### src/shared/swo_consts.vh
// Constants for the switch output control block.
`ifndef SWO_CONSTS_VH
`define SWO_CONSTS_VH
`define SWO_FUNC_OFF 3'h0
`define SWO_FUNC_ON 3'h1
`define SWO_FUNC_DIAG 3'h2
`define SWO_FUNC_LIMIT 3'h3
`define SWO_FUNC_DOUT 3'h4
`define SWO_DIAG_ALARM 2'h0
`define SWO_DIAG_ALARM_WARN 2'h1
`define SWO_DIAG_WARN 2'h2
`define SWO_FAIL_ACTUAL 2'h0
`define SWO_FAIL_OPEN 2'h1
`define SWO_FAIL_CLOSED 2'h2
`define SWO_SRC_OFF 4'h0
`define SWO_SRC_AD1 4'h1
`define SWO_SRC_AD2 4'h2
`define SWO_SRC_DO1 4'h3
`define SWO_LIM_OFF 4'h0
`define SWO_CLK_HZ 32'h017d7840
`define SWO_DELAY_STEP_MS 32'h00000064
`define SWO_DELAY_MAX_TENTHS 10'h3e8
`define SWO_TICK_CYCLES ((`SWO_CLK_HZ / 32'h000003e8) * `SWO_DELAY_STEP_MS)
`endif

### src/hw/swo_delay_timer.v
// Qualifies a condition that must persist for a programmed number of 0.1 s ticks.
`timescale 1ns/100ps
`include "swo_consts.vh"
module swo_delay_timer (
  // Clock and reset
  input wire clock,
  input wire resetn,
  input wire clk_en,
  // Control
  input wire tick,
  input wire cond,
  input wire [9:0] delay_tenths,
  // Result
  output reg done
);
  reg [9:0] count_q;
  wire [9:0] limit;

  assign limit = (delay_tenths > `SWO_DELAY_MAX_TENTHS) ? `SWO_DELAY_MAX_TENTHS : delay_tenths;

  always @(posedge clock or negedge resetn) begin
    if (!resetn) begin
      count_q <= 10'h000;
    end else if (clk_en) begin
      if (!cond) begin
        count_q <= 10'h000;
      end else if (tick && (count_q < limit)) begin
        count_q <= count_q + 10'h001;
      end
    end
  end

  always @* begin
    done = cond && (count_q >= limit);
  end
endmodule

### src/hw/swo_switch_output.v
// Switch output control: source selection, limit hysteresis, delays, failure mode, inversion.
// Notes on behaviour
// Function off holds the output permanently open.
// Function on holds the output permanently closed.
// Diagnostic mode is closed by default, open while a qualifying event is active.
// Diagnostic class selects alarm, alarm or warning, or warning only.
// Limit mode is closed by default, opened by threshold comparison.
// Digital output mode follows the selected discrete block output.
// Source selector offers off, two diagnostic switch signals, eight discrete outputs.
// Switch-on threshold is signed float compared with the selected variable.
// Switch-off threshold is signed float compared with the same variable.
// On above off: close when the value rises above switch-on.
// On above off: open when the value drops below switch-off.
// On below off: close when the value drops below switch-on.
// On below off: open when the value rises above switch-off.
// Switch-on delay of 0.0 to 100.0 s applies in limit mode.
// Switch-off delay of 0.0 to 100.0 s applies in limit mode.
// In limit or digital mode, alarm forces actual, open or closed.
// Present open or closed state is readable.
// Inversion swaps open and closed for all behaviour.
// Operator may use forced open or closed to simulate states.
// Between the thresholds the limit output keeps its previous state.
// A transition needs its condition to persist for the whole delay; the free-running tick lets the delay end up to one tick early.
`timescale 1ns/100ps
`include "swo_consts.vh"
module swo_switch_output (
  // Clock and reset
  input wire clock,
  input wire resetn,
  input wire clk_en,
  // Configuration
  input wire [2:0] func_sel,
  input wire [1:0] diag_sel,
  input wire [3:0] src_sel,
  input wire [3:0] limit_sel,
  input wire [31:0] on_value,
  input wire [31:0] off_value,
  input wire [9:0] on_delay_tenths,
  input wire [9:0] off_delay_tenths,
  input wire [1:0] fail_mode,
  input wire invert,
  // Measured variables, twelve IEEE single values packed, variable 1 in the low word
  input wire [383:0] meas_values,
  // Diagnostic event classes
  input wire diag_alarm,
  input wire diag_warning,
  // Discrete sources: advanced diagnostic 1..2, then discrete_input_block outputs 1..8
  input wire [9:0] discrete_input_block,
  // Switch contact and status
  output reg switch_closed,
  output reg status_closed
);
  // Asynchronous status inputs pass two flip-flops before use.
  reg [1:0] evt_sync1_q;
  reg [1:0] evt_sync2_q;
  reg [9:0] src_sync1_q;
  reg [9:0] src_sync2_q;
  reg [31:0] meas_q;
  reg limit_state_q;
  reg [23:0] tick_cnt_q;
  reg tick_q;
  reg cmp_on_q;
  reg cmp_off_q;
  reg [31:0] sel_val;
  reg dout_val;
  reg base_closed;
  reg want_close;
  reg want_open;
  reg eff_closed;
  reg diag_open;
  wire close_done;
  wire open_done;
  wire alarm_s;
  wire warn_s;
  wire [9:0] dsrc_s;
  wire on_above_off;
  wire limit_active;
  wire fail_active;
  wire tick_wrap;

  assign alarm_s = evt_sync2_q[1];
  assign warn_s = evt_sync2_q[0];
  assign dsrc_s = src_sync2_q;
  assign limit_active = (func_sel == `SWO_FUNC_LIMIT) && (limit_sel != `SWO_LIM_OFF);
  // Failure mode only acts in limit and digital output modes, on the alarm class.
  assign fail_active = ((func_sel == `SWO_FUNC_LIMIT) || (func_sel == `SWO_FUNC_DOUT)) &&
    alarm_s;
  assign tick_wrap = ({8'h00, tick_cnt_q} == (`SWO_TICK_CYCLES - 32'h00000001));

  // Signed float compare: returns 1 when a > b.
  // Positive and negative zero compare equal, and NaN is not treated specially.
  function fgt;
    input [31:0] a;
    input [31:0] b;
    begin
      if (a[30:0] == 31'h0 && b[30:0] == 31'h0) begin
        fgt = 1'b0;
      end else if (a[31] != b[31]) begin
        fgt = b[31];
      end else if (a[31] == 1'b0) begin
        fgt = (a[30:0] > b[30:0]);
      end else begin
        fgt = (a[30:0] < b[30:0]);
      end
    end
  endfunction

  always @(posedge clock or negedge resetn) begin
    if (!resetn) begin
      evt_sync1_q <= 2'h0;
      evt_sync2_q <= 2'h0;
    end else if (clk_en) begin
      evt_sync1_q <= {diag_alarm, diag_warning};
      evt_sync2_q <= evt_sync1_q;
    end
  end

  // Discrete sources get a synchroniser bank of their own.
  always @(posedge clock or negedge resetn) begin
    if (!resetn) begin
      src_sync1_q <= 10'h000;
      src_sync2_q <= 10'h000;
    end else if (clk_en) begin
      src_sync1_q <= discrete_input_block;
      src_sync2_q <= src_sync1_q;
    end
  end

  // Selected measured variable; variable code 0 means no limit assigned.
  always @* begin
    case (limit_sel)
      4'h1: sel_val = meas_values[31:0];
      4'h2: sel_val = meas_values[63:32];
      4'h3: sel_val = meas_values[95:64];
      4'h4: sel_val = meas_values[127:96];
      4'h5: sel_val = meas_values[159:128];
      4'h6: sel_val = meas_values[191:160];
      4'h7: sel_val = meas_values[223:192];
      4'h8: sel_val = meas_values[255:224];
      4'h9: sel_val = meas_values[287:256];
      4'ha: sel_val = meas_values[319:288];
      4'hb: sel_val = meas_values[351:320];
      4'hc: sel_val = meas_values[383:352];
      default: sel_val = 32'h00000000;
    endcase
  end

  // Strict compares: a value equal to a threshold counts as inside the band.
  assign on_above_off = fgt(on_value, off_value);

  always @(posedge clock or negedge resetn) begin
    if (!resetn) begin
      meas_q <= 32'h00000000;
    end else if (clk_en) begin
      // The measured variables share this clock, so they are not synchronised.
      meas_q <= sel_val;
    end
  end

  // Comparisons run one stage after the selection to keep the float compare off the mux path.
  always @(posedge clock or negedge resetn) begin
    if (!resetn) begin
      cmp_on_q <= 1'b0;
      cmp_off_q <= 1'b0;
    end else if (clk_en) begin
      if (on_above_off) begin
        cmp_on_q <= fgt(meas_q, on_value);
        cmp_off_q <= fgt(off_value, meas_q);
      end else begin
        cmp_on_q <= fgt(on_value, meas_q);
        cmp_off_q <= fgt(meas_q, off_value);
      end
    end
  end

  // 0.1 s time base for the delay timers.
  // The tick phase runs free, so a delay may end up to one tick early.
  always @(posedge clock or negedge resetn) begin
    if (!resetn) begin
      tick_cnt_q <= 24'h000000;
      tick_q <= 1'b0;
    end else if (clk_en) begin
      if (tick_wrap) begin
        tick_cnt_q <= 24'h000000;
        tick_q <= 1'b1;
      end else begin
        tick_cnt_q <= tick_cnt_q + 24'h000001;
        tick_q <= 1'b0;
      end
    end
  end

  always @* begin
    // A timer only runs while its transition would change the state, so a lapse restarts it.
    want_close = limit_active && cmp_on_q && !limit_state_q;
    want_open = limit_active && cmp_off_q && limit_state_q;
  end

  swo_delay_timer u_on_timer (
    .clock(clock),
    .resetn(resetn),
    .clk_en(clk_en),
    .tick(tick_q),
    .cond(want_close),
    .delay_tenths(on_delay_tenths),
    .done(close_done)
  );

  swo_delay_timer u_off_timer (
    .clock(clock),
    .resetn(resetn),
    .clk_en(clk_en),
    .tick(tick_q),
    .cond(want_open),
    .delay_tenths(off_delay_tenths),
    .done(open_done)
  );

  // Limit hysteresis state; closed by default.
  always @(posedge clock or negedge resetn) begin
    if (!resetn) begin
      limit_state_q <= 1'b1;
    end else if (clk_en) begin
      if (!limit_active) begin
        limit_state_q <= 1'b1;
      end else if (close_done) begin
        limit_state_q <= 1'b1;
      end else if (open_done) begin
        limit_state_q <= 1'b0;
      end else begin
        limit_state_q <= limit_state_q;
      end
    end
  end

  // Unused source codes leave the output open.
  always @* begin
    case (src_sel)
      `SWO_SRC_OFF: dout_val = 1'b0;
      `SWO_SRC_AD1: dout_val = dsrc_s[0];
      `SWO_SRC_AD2: dout_val = dsrc_s[1];
      `SWO_SRC_DO1: dout_val = dsrc_s[2];
      4'h4: dout_val = dsrc_s[3];
      4'h5: dout_val = dsrc_s[4];
      4'h6: dout_val = dsrc_s[5];
      4'h7: dout_val = dsrc_s[6];
      4'h8: dout_val = dsrc_s[7];
      4'h9: dout_val = dsrc_s[8];
      4'ha: dout_val = dsrc_s[9];
      default: dout_val = 1'b0;
    endcase
  end

  // Code 3 of the class selector behaves as alarm only.
  always @* begin
    case (diag_sel)
      `SWO_DIAG_ALARM: diag_open = alarm_s;
      `SWO_DIAG_ALARM_WARN: diag_open = alarm_s | warn_s;
      `SWO_DIAG_WARN: diag_open = warn_s;
      default: diag_open = alarm_s;
    endcase
  end

  // Unknown function codes leave the contact open.
  always @* begin
    case (func_sel)
      `SWO_FUNC_OFF: base_closed = 1'b0;
      `SWO_FUNC_ON: base_closed = 1'b1;
      `SWO_FUNC_DIAG: base_closed = !diag_open;
      `SWO_FUNC_LIMIT: base_closed = limit_state_q;
      `SWO_FUNC_DOUT: base_closed = dout_val;
      default: base_closed = 1'b0;
    endcase
  end

  always @* begin
    eff_closed = base_closed;
    if (fail_active) begin
      case (fail_mode)
        `SWO_FAIL_OPEN: eff_closed = 1'b0;
        `SWO_FAIL_CLOSED: eff_closed = 1'b1;
        default: eff_closed = base_closed;
      endcase
    end
  end

  always @(posedge clock or negedge resetn) begin
    if (!resetn) begin
      switch_closed <= 1'b0;
    end else if (clk_en) begin
      // Inversion follows the failure override, so forced states are swapped too.
      switch_closed <= eff_closed ^ invert;
    end
  end

  // Status has its own flip-flop so that reading it never loads the contact driver.
  always @(posedge clock or negedge resetn) begin
    if (!resetn) begin
      status_closed <= 1'b0;
    end else if (clk_en) begin
      status_closed <= eff_closed ^ invert;
    end
  end
endmodule

### config.mk
export PLATFORM = sky130hd
export DESIGN_NAME = swo_switch_output
export DESIGN_NICKNAME = d
export VERILOG_FILES = /design/src/hw/swo_delay_timer.v /design/src/hw/swo_switch_output.v
export VERILOG_INCLUDE_DIRS = /design/src /design/src/shared
export SDC_FILE = /design/constraint.sdc
export NUM_CORES = 1
export LEC_CHECK = 0
export BUFFER_PORTS_ARGS = -buffer_cell sky130_fd_sc_hd__buf_2
export CORE_AREA = 2 2 197 199
export CTS_BUF_LIST = sky130_fd_sc_hd__clkbuf_4 sky130_fd_sc_hd__clkbuf_8
export CTS_CLUSTER_SIZE = 12
export DETAILED_ROUTE_END_ITERATION = 6
export DIE_AREA = 0 0 199 201
export PLACE_DENSITY = 0.49
export SKIP_CTS_REPAIR_TIMING = 1
export SLEW_MARGIN = 20
export SYNTH_ARGS = -nofsm -noshare
export SYNTH_HDL_FRONTEND = slang
export SYNTH_SLANG_ARGS = --single-unit
### constraint.sdc
create_clock -name clock -period 3.29 [get_ports clock]
set_input_delay 0.4935 -clock clock [delete_from_list [all_inputs] [get_ports clock]]
set_output_delay 0.4935 -clock clock [all_outputs]
set_load 0.1 [all_outputs]
# Word level (Yosys, flattened, before mapping)
# Index checks and enable logic that the tools add are counted.
# totals
regBits,105
in_bits,499
out_inout_bits,2
elab_cells,130
# classes
add_sub_neg,3
order_cmp,16
eq_ne,39
mux,34
bitwise_logic,2
n_reduce_logical,23
# ops
operator,count
32-bit case mux with 12 select lines,1
31-bit > comparator,5
31-bit less-than comparator,5
31-bit logical NOT,3
10-bit 2-to-1 mux,6
"4-bit by 3-bit == test with 1-bit output, second input constant",8
"4-bit == test, second input constant",8
"24-bit by 1-bit adder with 24-bit output, second input constant",1
"24-bit by 22-bit == test with 1-bit output, second input constant",1
24-bit 2-to-1 mux,1
1-bit 2-to-1 mux,22
"10-bit by 1-bit adder with 10-bit output, second input constant",2
10-bit greater-or-equal comparator,2
"10-bit > comparator, second input constant",2
10-bit less-than comparator,2
"4-bit by 2-bit == test with 1-bit output, second input constant",4
1-bit logical AND,13
1-bit case mux with 10 select lines,1
"4-bit by 1-bit == test with 1-bit output, second input constant",2
"3-bit by 2-bit == test with 1-bit output, second input constant",2
2-bit AND reduction,3
1-bit inequality test,5
"2-bit by 1-bit == test with 1-bit output, second input constant",2
"2-bit == test, second input constant",2
other kinds (11),14

# Depth between registers and ports, before layout
# Gate-level depths: netlist of run 1.
# logic_depth
ltp_word,8
ltp_mapped,14

# Cells and area by module
# Synthesis of run 1 repeated with hierarchy kept, for this count alone.
# unflattened
hier_cells,1200
area_unflattened_um2,10281.1
# by_module_without_submodules
mod,instances,cells_per_inst,area_each_um2
swo_switch_output,1,973,8365.5
swo_delay_timer (u_on_timer),1,114,978.4
swo_delay_timer (u_off_timer),1,113,937.1

# Worst setup path after synthesis of run 1
# No wires, ideal clock.
# synth_path
kind,input to register
startpoint,input on_delay_tenths[8]
endpoint,register u_on_timer.count_q[5]
arrival_ns,2.747
required_time_ns,3.149
setup_slack_ns,0.402
stages,14
path_buffers,1
cell_sequence,inv_1 -> nor3_1 -> nand3_1 -> o21bai_1 -> nor2b_1 -> ha_1 -> a21o_1 -> a21o_1 -> a21oi_1 -> o2111ai_2 -> buf_2 -> a211oi_1 -> xnor2_1 -> nor2_1
# synth_between
elab_chain_cells,6
# synth_rtl
element,line_no,source
start: declaration,swo_switch_output.v:38,"input wire [9:0] on_delay_tenths,"
10-bit > comparator (no source line),--,
10-bit 2-to-1 mux *,swo_delay_timer.v:19,assign limit = (delay_tenths > `SWO_DELAY_MAX_TENTHS) ? `SWO_DELAY_MAX_TENTHS : delay_tenths;
10-bit less-than comparator *,swo_delay_timer.v:27,end else if (tick && (count_q < limit)) begin
1-bit logical AND *,swo_delay_timer.v:27,
2-bit inequality test (no source line) *,--,
2-bit AND reduction (no source line) *,--,
end signal: assignment,swo_delay_timer.v:28,count_q <= count_q + 10'h001;
end: declaration,swo_delay_timer.v:16,reg [9:0] count_q;
# Every way passes the cells marked *; elsewhere a longest branch is shown, timed or not.
# A chain may end at the register's enable or synchronous reset.

# Worst setup path after layout of run 1
# layout_path
startpoint,input on_delay_tenths[0]
endpoint,register u_on_timer.count_q[6]
# The elaborated chain is that of the path after synthesis.

==> run metrics, run 1 <==
status finished, final reports clean; max cap viols 0; min-delay worst type input pin to asynchronous set/reset pin; DRT antenna net count 0; WP data arrival 3.09 ns; worst-path cell chain buf_2 -> o31a_1 -> o21bai_1 -> nor2b_1 -> ha_1 -> a21o_1 -> a21o_1 -> a21oi_1 -> o2111ai_2 -> a2111oi_4 -> xnor2_1 -> nor2_1; design area 0.0135 sq mm; Synth area leader dfrtp_1; total negative setup slack 0 ns; initial antenna violation count 40; Max VDD drop 0.133 mV; Int Pwr 2430 uW; Worst Path Required 3.55 ns; Die H 201 um; Detail Placement HPWL 51300 um; # clock sinks 105; First DRT Iteration DRCs 938; Clock transition at path regs 0.12 ns; full die area 0.0400 sq mm; top area cells in the synthesized netlist dfrtp_1 26%, ha_1 15%, a221oi_1 6.5%; Post-route DRC 0; first-pass GRT wire length 83400 um; Post-Route WL 59400 um; nets 2248; worst slew pin tran 0.801 ns; Most common cell on crit path a21o_1; number of enable flip-flop cells after synthesis 0; net switching power 1470 uW; multi-input logic area 0.00681 sq mm; Total GRT Usage 0.293; Avg Inst Size Synth 8.73 sq um; ys flop type dfrtp_1; asr flop ratio synth 1.00; Final Setup Violations 0; Yosys top cell area share 0.262; CTS tree built; period utilization 0.863; Startpoint Class input pin; Setup CP Type input pin to register; skew final 0.0124 ns; Flop pwr share 0.396; fill cell count 4137; synth warn 0; Post-synth top cells 119 x ha_1, 104 x dfrtp_1, 94 x inv_1; H-Tree Depth 3; mapped cell area 0.00994 sq mm; final hold violation count 0; min Tclk post-route 2.84 ns; Reg-to-Reg Start tick_cnt_q[0]$_DFFE_PN0P_; CP Capture Type register; global route overflow 0; Critical Path Max Stage Delay 0.44 ns; Die W 199 um; Initial Utilization 0.261; cell with the most instances after synthesis ha_1; Synth cell types 70; Area growth syn-to-layout 36.3%; endpoint of the worst-slack reg-to-reg timing path tick_cnt_q[13]$_DFFE_PN0P_; IO Port Bufs 500; Power Density 288 mW/mm^2; RSZ-0062 raised after global routing no; Post-Syn Nets 1757; Post-Synthesis Cells 1139; Comb power frac 0.373; CTS Buffer Depth 2; CTS root buf clkbuf_8; row count 72; via count 12100; CP max FO 9; setup slack, reg-to-reg 0.66 ns; Pre-Repair DR Iteration Count 5; WL per Instance 27.3 um; Area after DPL 0.0133 sq mm; vias per cell 5.55; flops & latches, synth 105; Core Area 0.0381 sq mm; worst-path cell with the longest stage delay a2111oi_4; Clock power frac 0.232; io pins 501; crit path from on_delay_tenths[0]; Max Freq 352 MHz; register area share after synthesis 0.264; share of cells above drive strength 1 0.368; Final GP Congestion 1.05; vias in the first global route 11900; switching part of the total power 0.377; largest net degree at the start of global routing 49; FF-to-FF path depth 5; clk_lat worst skew 0.40 ns; Reg area 0.00263 sq mm; final slew viol count 0; leak pwr 0.00656 uW; Slew Limit Headroom 0.463; Critical Path End u_on_timer.count_q[6]$_DFFE_PN0P_; TritonCTS buffer count 9
==> area by class of cell <==
type	instances	share of cell area
inverters	95	0.0263
flip-flops and latches	105	0.194
clock inverters	7	0.00702
repair buffers	533	0.210
multi-input cells	886	0.502
clock buffers	9	0.00914
well taps	518	0.0478
diodes	20	0.00369
==> stage by stage <==
stage	hold slack, ns	util	power [uW]	std cells	setup slack (ns)
after floorplan	0.198	-	2250	1139	0.402
after global placement	0.456	0.349	2980	2137	0.0977
after detailed placement	0.463	0.349	3010	2137	0.0538
after CTS	0.130	0.354	3930	2153	0.482
after global routing	0.150	0.355	4160	2163	0.256
final	0.114	0.356	3900	2173	0.451
==> critical path, delay by kind of cell <==
| kind | cells | cell delay [ns] |
|---|---|---|
| buffers and inverters | 1 | 0.10 |
| AO/OA/AOI/OAI | 7 | 1.84 |
| AND/OR/NAND/NOR | 2 | 0.23 |
| adder cells (fa/ha/maj) | 1 | 0.26 |
| XOR/XNOR | 1 | 0.15 |
==> state kept, by name (all words and copies together) (netlist names), 2 cells and up <==
name	count
src_sync1_q	10
evt_sync1_q	2
u_off_timer.count_q	10
evt_sync2_q	2
meas_q	32
u_on_timer.count_q	10
tick_cnt_q	24
dsrc_s	10
==> kinds of logic (layout without fill, tap and decap cells) <==
| logic type | Yosys count | count (layout) | synth area share |
|---|---|---|---|
| AOI/OAI and AO/OA | 380 | 380 | 0.295 |
| other | 0 | 20 | 0 |
| DFF | 105 | 105 | 0.264 |
| muxes | 28 | 28 | 0.0312 |
| xor gates and xnor gates | 36 | 36 | 0.0317 |
| buffers and inverters | 148 | 644 | 0.0579 |
| adders and majority gates | 119 | 119 | 0.150 |
| and+or+nand+nor | 323 | 323 | 0.170 |
==> routing by layer <==
metal | routed length (um) | share of wire | GRT usage
met2 | 25900 | 0.44 | 0.450
met1 | 26600 | 0.45 | 0.410
met5 | 91 | 0.0015 | 0
met4 | 1880 | 0.032 | 0.0933
met3 | 4930 | 0.083 | 0.0593
==> power by group through the flow <==
stage	clock, uW	combinational [uW]	sequential, uW
final	904	1450	1540
after global routing	985	1610	1570
after CTS	941	1450	1540
after detailed placement	0	1440	1570
after global placement	0	1410	1570
after floorplan	0	715	1530
==> worst min-delay path by stage <==
stage | from | end | slack, ns | cells past startpoint
floorplan | resetn | cmp_off_q$_DFFE_PN0P_ | 0.20 | 0
global placement | tick_cnt_q[23]$_DFFE_PN0P_ | tick_cnt_q[23]$_DFFE_PN0P_ | 0.46 | 1
detailed placement | tick_cnt_q[23]$_DFFE_PN0P_ | tick_cnt_q[23]$_DFFE_PN0P_ | 0.46 | 1
CTS | resetn | u_off_timer.count_q[6]$_DFFE_PN0P_ | 0.13 | 1
global route | resetn | u_off_timer.count_q[6]$_DFFE_PN0P_ | 0.15 | 1
finish | resetn | u_off_timer.count_q[6]$_DFFE_PN0P_ | 0.11 | 1
==> cells in the final DEF (no fill, tap or decap), drive strengths merged, types with 13 or more instances in the layout <==
cell,Yosys,routed
and3,32,32
nor3,18,18
nand2,66,66
inv,94,98
xnor2,20,20
buf,15,533
ha,119,119
a22o,68,68
nand4,42,42
diode,0,20
nand3,34,34
o22ai,33,33
nor4,30,30
nor2,62,62
a221oi,75,75
dfrtp,104,104
mux2,24,24
a21o,16,16
o21ai,26,26
xor2,16,16
a21oi,39,39
a22oi,59,59
a211oi,13,13
Power figures use the tool's default switching activity.
==> inputs of run 2 (changes only) <==
--- a/config.mk
+++ b/config.mk
@@ -13,6 +13,7 @@
 export DETAILED_ROUTE_END_ITERATION = 6
 export DIE_AREA = 0 0 199 201
 export PLACE_DENSITY = 0.49
+export RECOVER_POWER = 25
 export SKIP_CTS_REPAIR_TIMING = 1
 export SLEW_MARGIN = 20
 export SYNTH_ARGS = -nofsm -noshare
==> run 2 against run 1 <==
  * Combinational power is essentially flat
  * Largest power group unchanged
  * Global-route usage is the same
  * Via count shrank 0.15%
  * Register-to-register slack lost 0.05 ns
==> run metrics, run 2 (synthesis gave the netlist of run 1 again) <==
# clock sinks 105 (unchanged); CTS Buffer Depth 2 (unchanged); Startpoint Class input pin (unchanged); Placement Setup Slack 0.0538 ns (unchanged); largest net degree at the start of global routing 49 (unchanged); final hold violation count 0 (unchanged); Final GP Congestion 1.05 (unchanged); Max VDD drop 0.133 mV (about the same); Core Area 0.0381 sq mm (unchanged); status finished, final reports clean (unchanged); first-pass GRT wire length 83400 um (unchanged); biggest registers after layout meas_q: 32 flops, tick_cnt_q: 24 flops (unchanged); TritonCTS buffer count 9 (unchanged); Post-route DRC 0 (unchanged); Initial Utilization 0.261 (unchanged); global route overflow 0 (unchanged); final slew viol count 0 (unchanged); nets 2248 (unchanged); share of cells above drive strength 1 0.368 (unchanged); initial antenna violation count 40 (unchanged); Pre-Repair DR Iteration Count 5 (unchanged); CTS tree built (unchanged); Post-Route WL 59500 um (was 59400 um); CTS root buf clkbuf_8 (unchanged); RSZ-0062 raised after global routing no (unchanged); Clock transition at path regs 0.12 ns (about the same); period utilization 0.861 (was 0.863); skew final 0.0112 ns (was 0.0124 ns); WP data arrival 3.09 ns (about the same); Worst Slack Setup Final 0.458 ns (was 0.451 ns); Critical Path Max Stage Delay 0.44 ns (about the same); IO Port Bufs 500 (unchanged); clk_lat worst skew 0.40 ns (about the same); vias per cell 5.55 (about the same); leak pwr 0.00656 uW (about the same); DRT antenna net count 0 (unchanged); max FFs per register 32 (unchanged); WL per Instance 27.4 um (was 27.3 um); Setup CP Type input pin to register (unchanged); multi-input logic area 0.00681 sq mm (unchanged); final core occ 0.355 (was 0.356); CP Capture Type register (unchanged); worst-path cell chain buf_2 -> o31a_1 -> o21bai_1 -> nor2b_1 -> ha_1 -> a21o_1 -> a21o_1 -> a21oi_1 -> o2111ai_2 -> a2111oi_4 -> xnor2_1 -> nor2_1 (unchanged); vias in the first global route 11900 (unchanged); Final Setup Violations 0 (unchanged); worst-path cell with the longest stage delay a2111oi_4 (unchanged); total negative setup slack 0 ns (unchanged); max cap viols 0 (unchanged); Die W 199 um (unchanged); fill cell count 4142 (was 4137); Total GRT Usage 0.293 (unchanged); crit path from on_delay_tenths[0] (unchanged); min Tclk post-route 2.83 ns (was 2.84 ns); Die H 201 um (unchanged); row count 72 (unchanged); Power Density 288 mW/mm^2 (about the same); Worst Path Required 3.55 ns (about the same); io pins 501 (unchanged); Top reg by flops meas_q (unchanged); final hold slack 0.318 ns (was 0.114 ns); Slew Limit Headroom 0.109 (was 0.463); Detail Placement HPWL 51300 um (unchanged); Max Freq 353 MHz (was 352 MHz); min-delay worst type input pin to register (was input pin to asynchronous set/reset pin); H-Tree Depth 3 (unchanged); Total Power 3900 uW (about the same); First DRT Iteration DRCs 845 (was 938); Reg area 0.00263 sq mm (unchanged); commonest non-fill, non-tap cell in the layout buf_2 (unchanged); full die area 0.0400 sq mm (unchanged); most frequent cells in the layout 499 x buf_2, 119 x ha_1, 104 x dfrtp_1 (unchanged); min-delay src diag_alarm; Area growth syn-to-layout 36.1% (was 36.3%); worst slew pin tran 1.34 ns (was 0.801 ns); CP max FO 9 (unchanged); via count 12100 (about the same); Reg-to-Reg Start tick_cnt_q[0]$_DFFE_PN0P_ (unchanged); Most common cell on crit path a21o_1 (unchanged)
-- run 2: cell count changes in the layout (fill, tap and decap cells not counted), sizes merged --
| cell | change |
|---|---|
| buf | -2 |
| clkbuf | +2 |
-- run 2: worst paths after layout --
check                      slack, ns                                  to  depth (start not counted)
max                             0.46   u_on_timer.count_q[6]$_DFFE_PN0P_                         12
min                             0.32          evt_sync1_q[1]$_DFFE_PN0P_                          2
max reg2reg                     0.61          tick_cnt_q[13]$_DFFE_PN0P_                          5
min reg2reg                     0.47          tick_cnt_q[23]$_DFFE_PN0P_                          1
max in group asynchronous       1.22          tick_cnt_q[18]$_DFFE_PN0P_                          2
min in group asynchronous       0.36  u_off_timer.count_q[6]$_DFFE_PN0P_                          1
-- run 2: through the flow --
step	cells	cell area, sq um
after floorplan	1139	9940
after global placement	2137	13300
after detailed placement	2137	13300
after CTS	2153	13500
after global routing	2163	13500
final	2173	13500
-- run 2: layout make-up --
class	instances	share of cell area
well taps	518	0.0479
clock inverters	7	0.00703
clock buffers	9	0.00915
repair buffers	533	0.209
inverters	95	0.0264
flip-flops and latches	105	0.194
diodes	20	0.00370
multi-input cells	886	0.503
-- run 2: report_power, final --
| part | internal [uW] | total, uW | switching [uW] |
|---|---|---|---|
| clock network | 376 | 904 | 528 |
| registers | 1420 | 1550 | 128 |
| logic | 636 | 1450 | 815 |
-- run 2: per-layer routing --
metal	GRT usage	vias to the layer above	part of all wire
met5	0	-	0.0015
met4	0.0933	14	0.032
met3	0.0593	88	0.076
met2	0.450	561	0.43
met1	0.410	5909	0.46
li1	-	5480	-
-- run 2: worst max-delay path, delay by kind of cell --
family / cells / cell delay (ns)
XOR/XNOR: 1 / 0.15
AND/OR/NAND/NOR: 2 / 0.23
buffers and inverters: 1 / 0.10
AO/OA/AOI/OAI: 7 / 1.83
adder cells (fa/ha/maj): 1 / 0.26
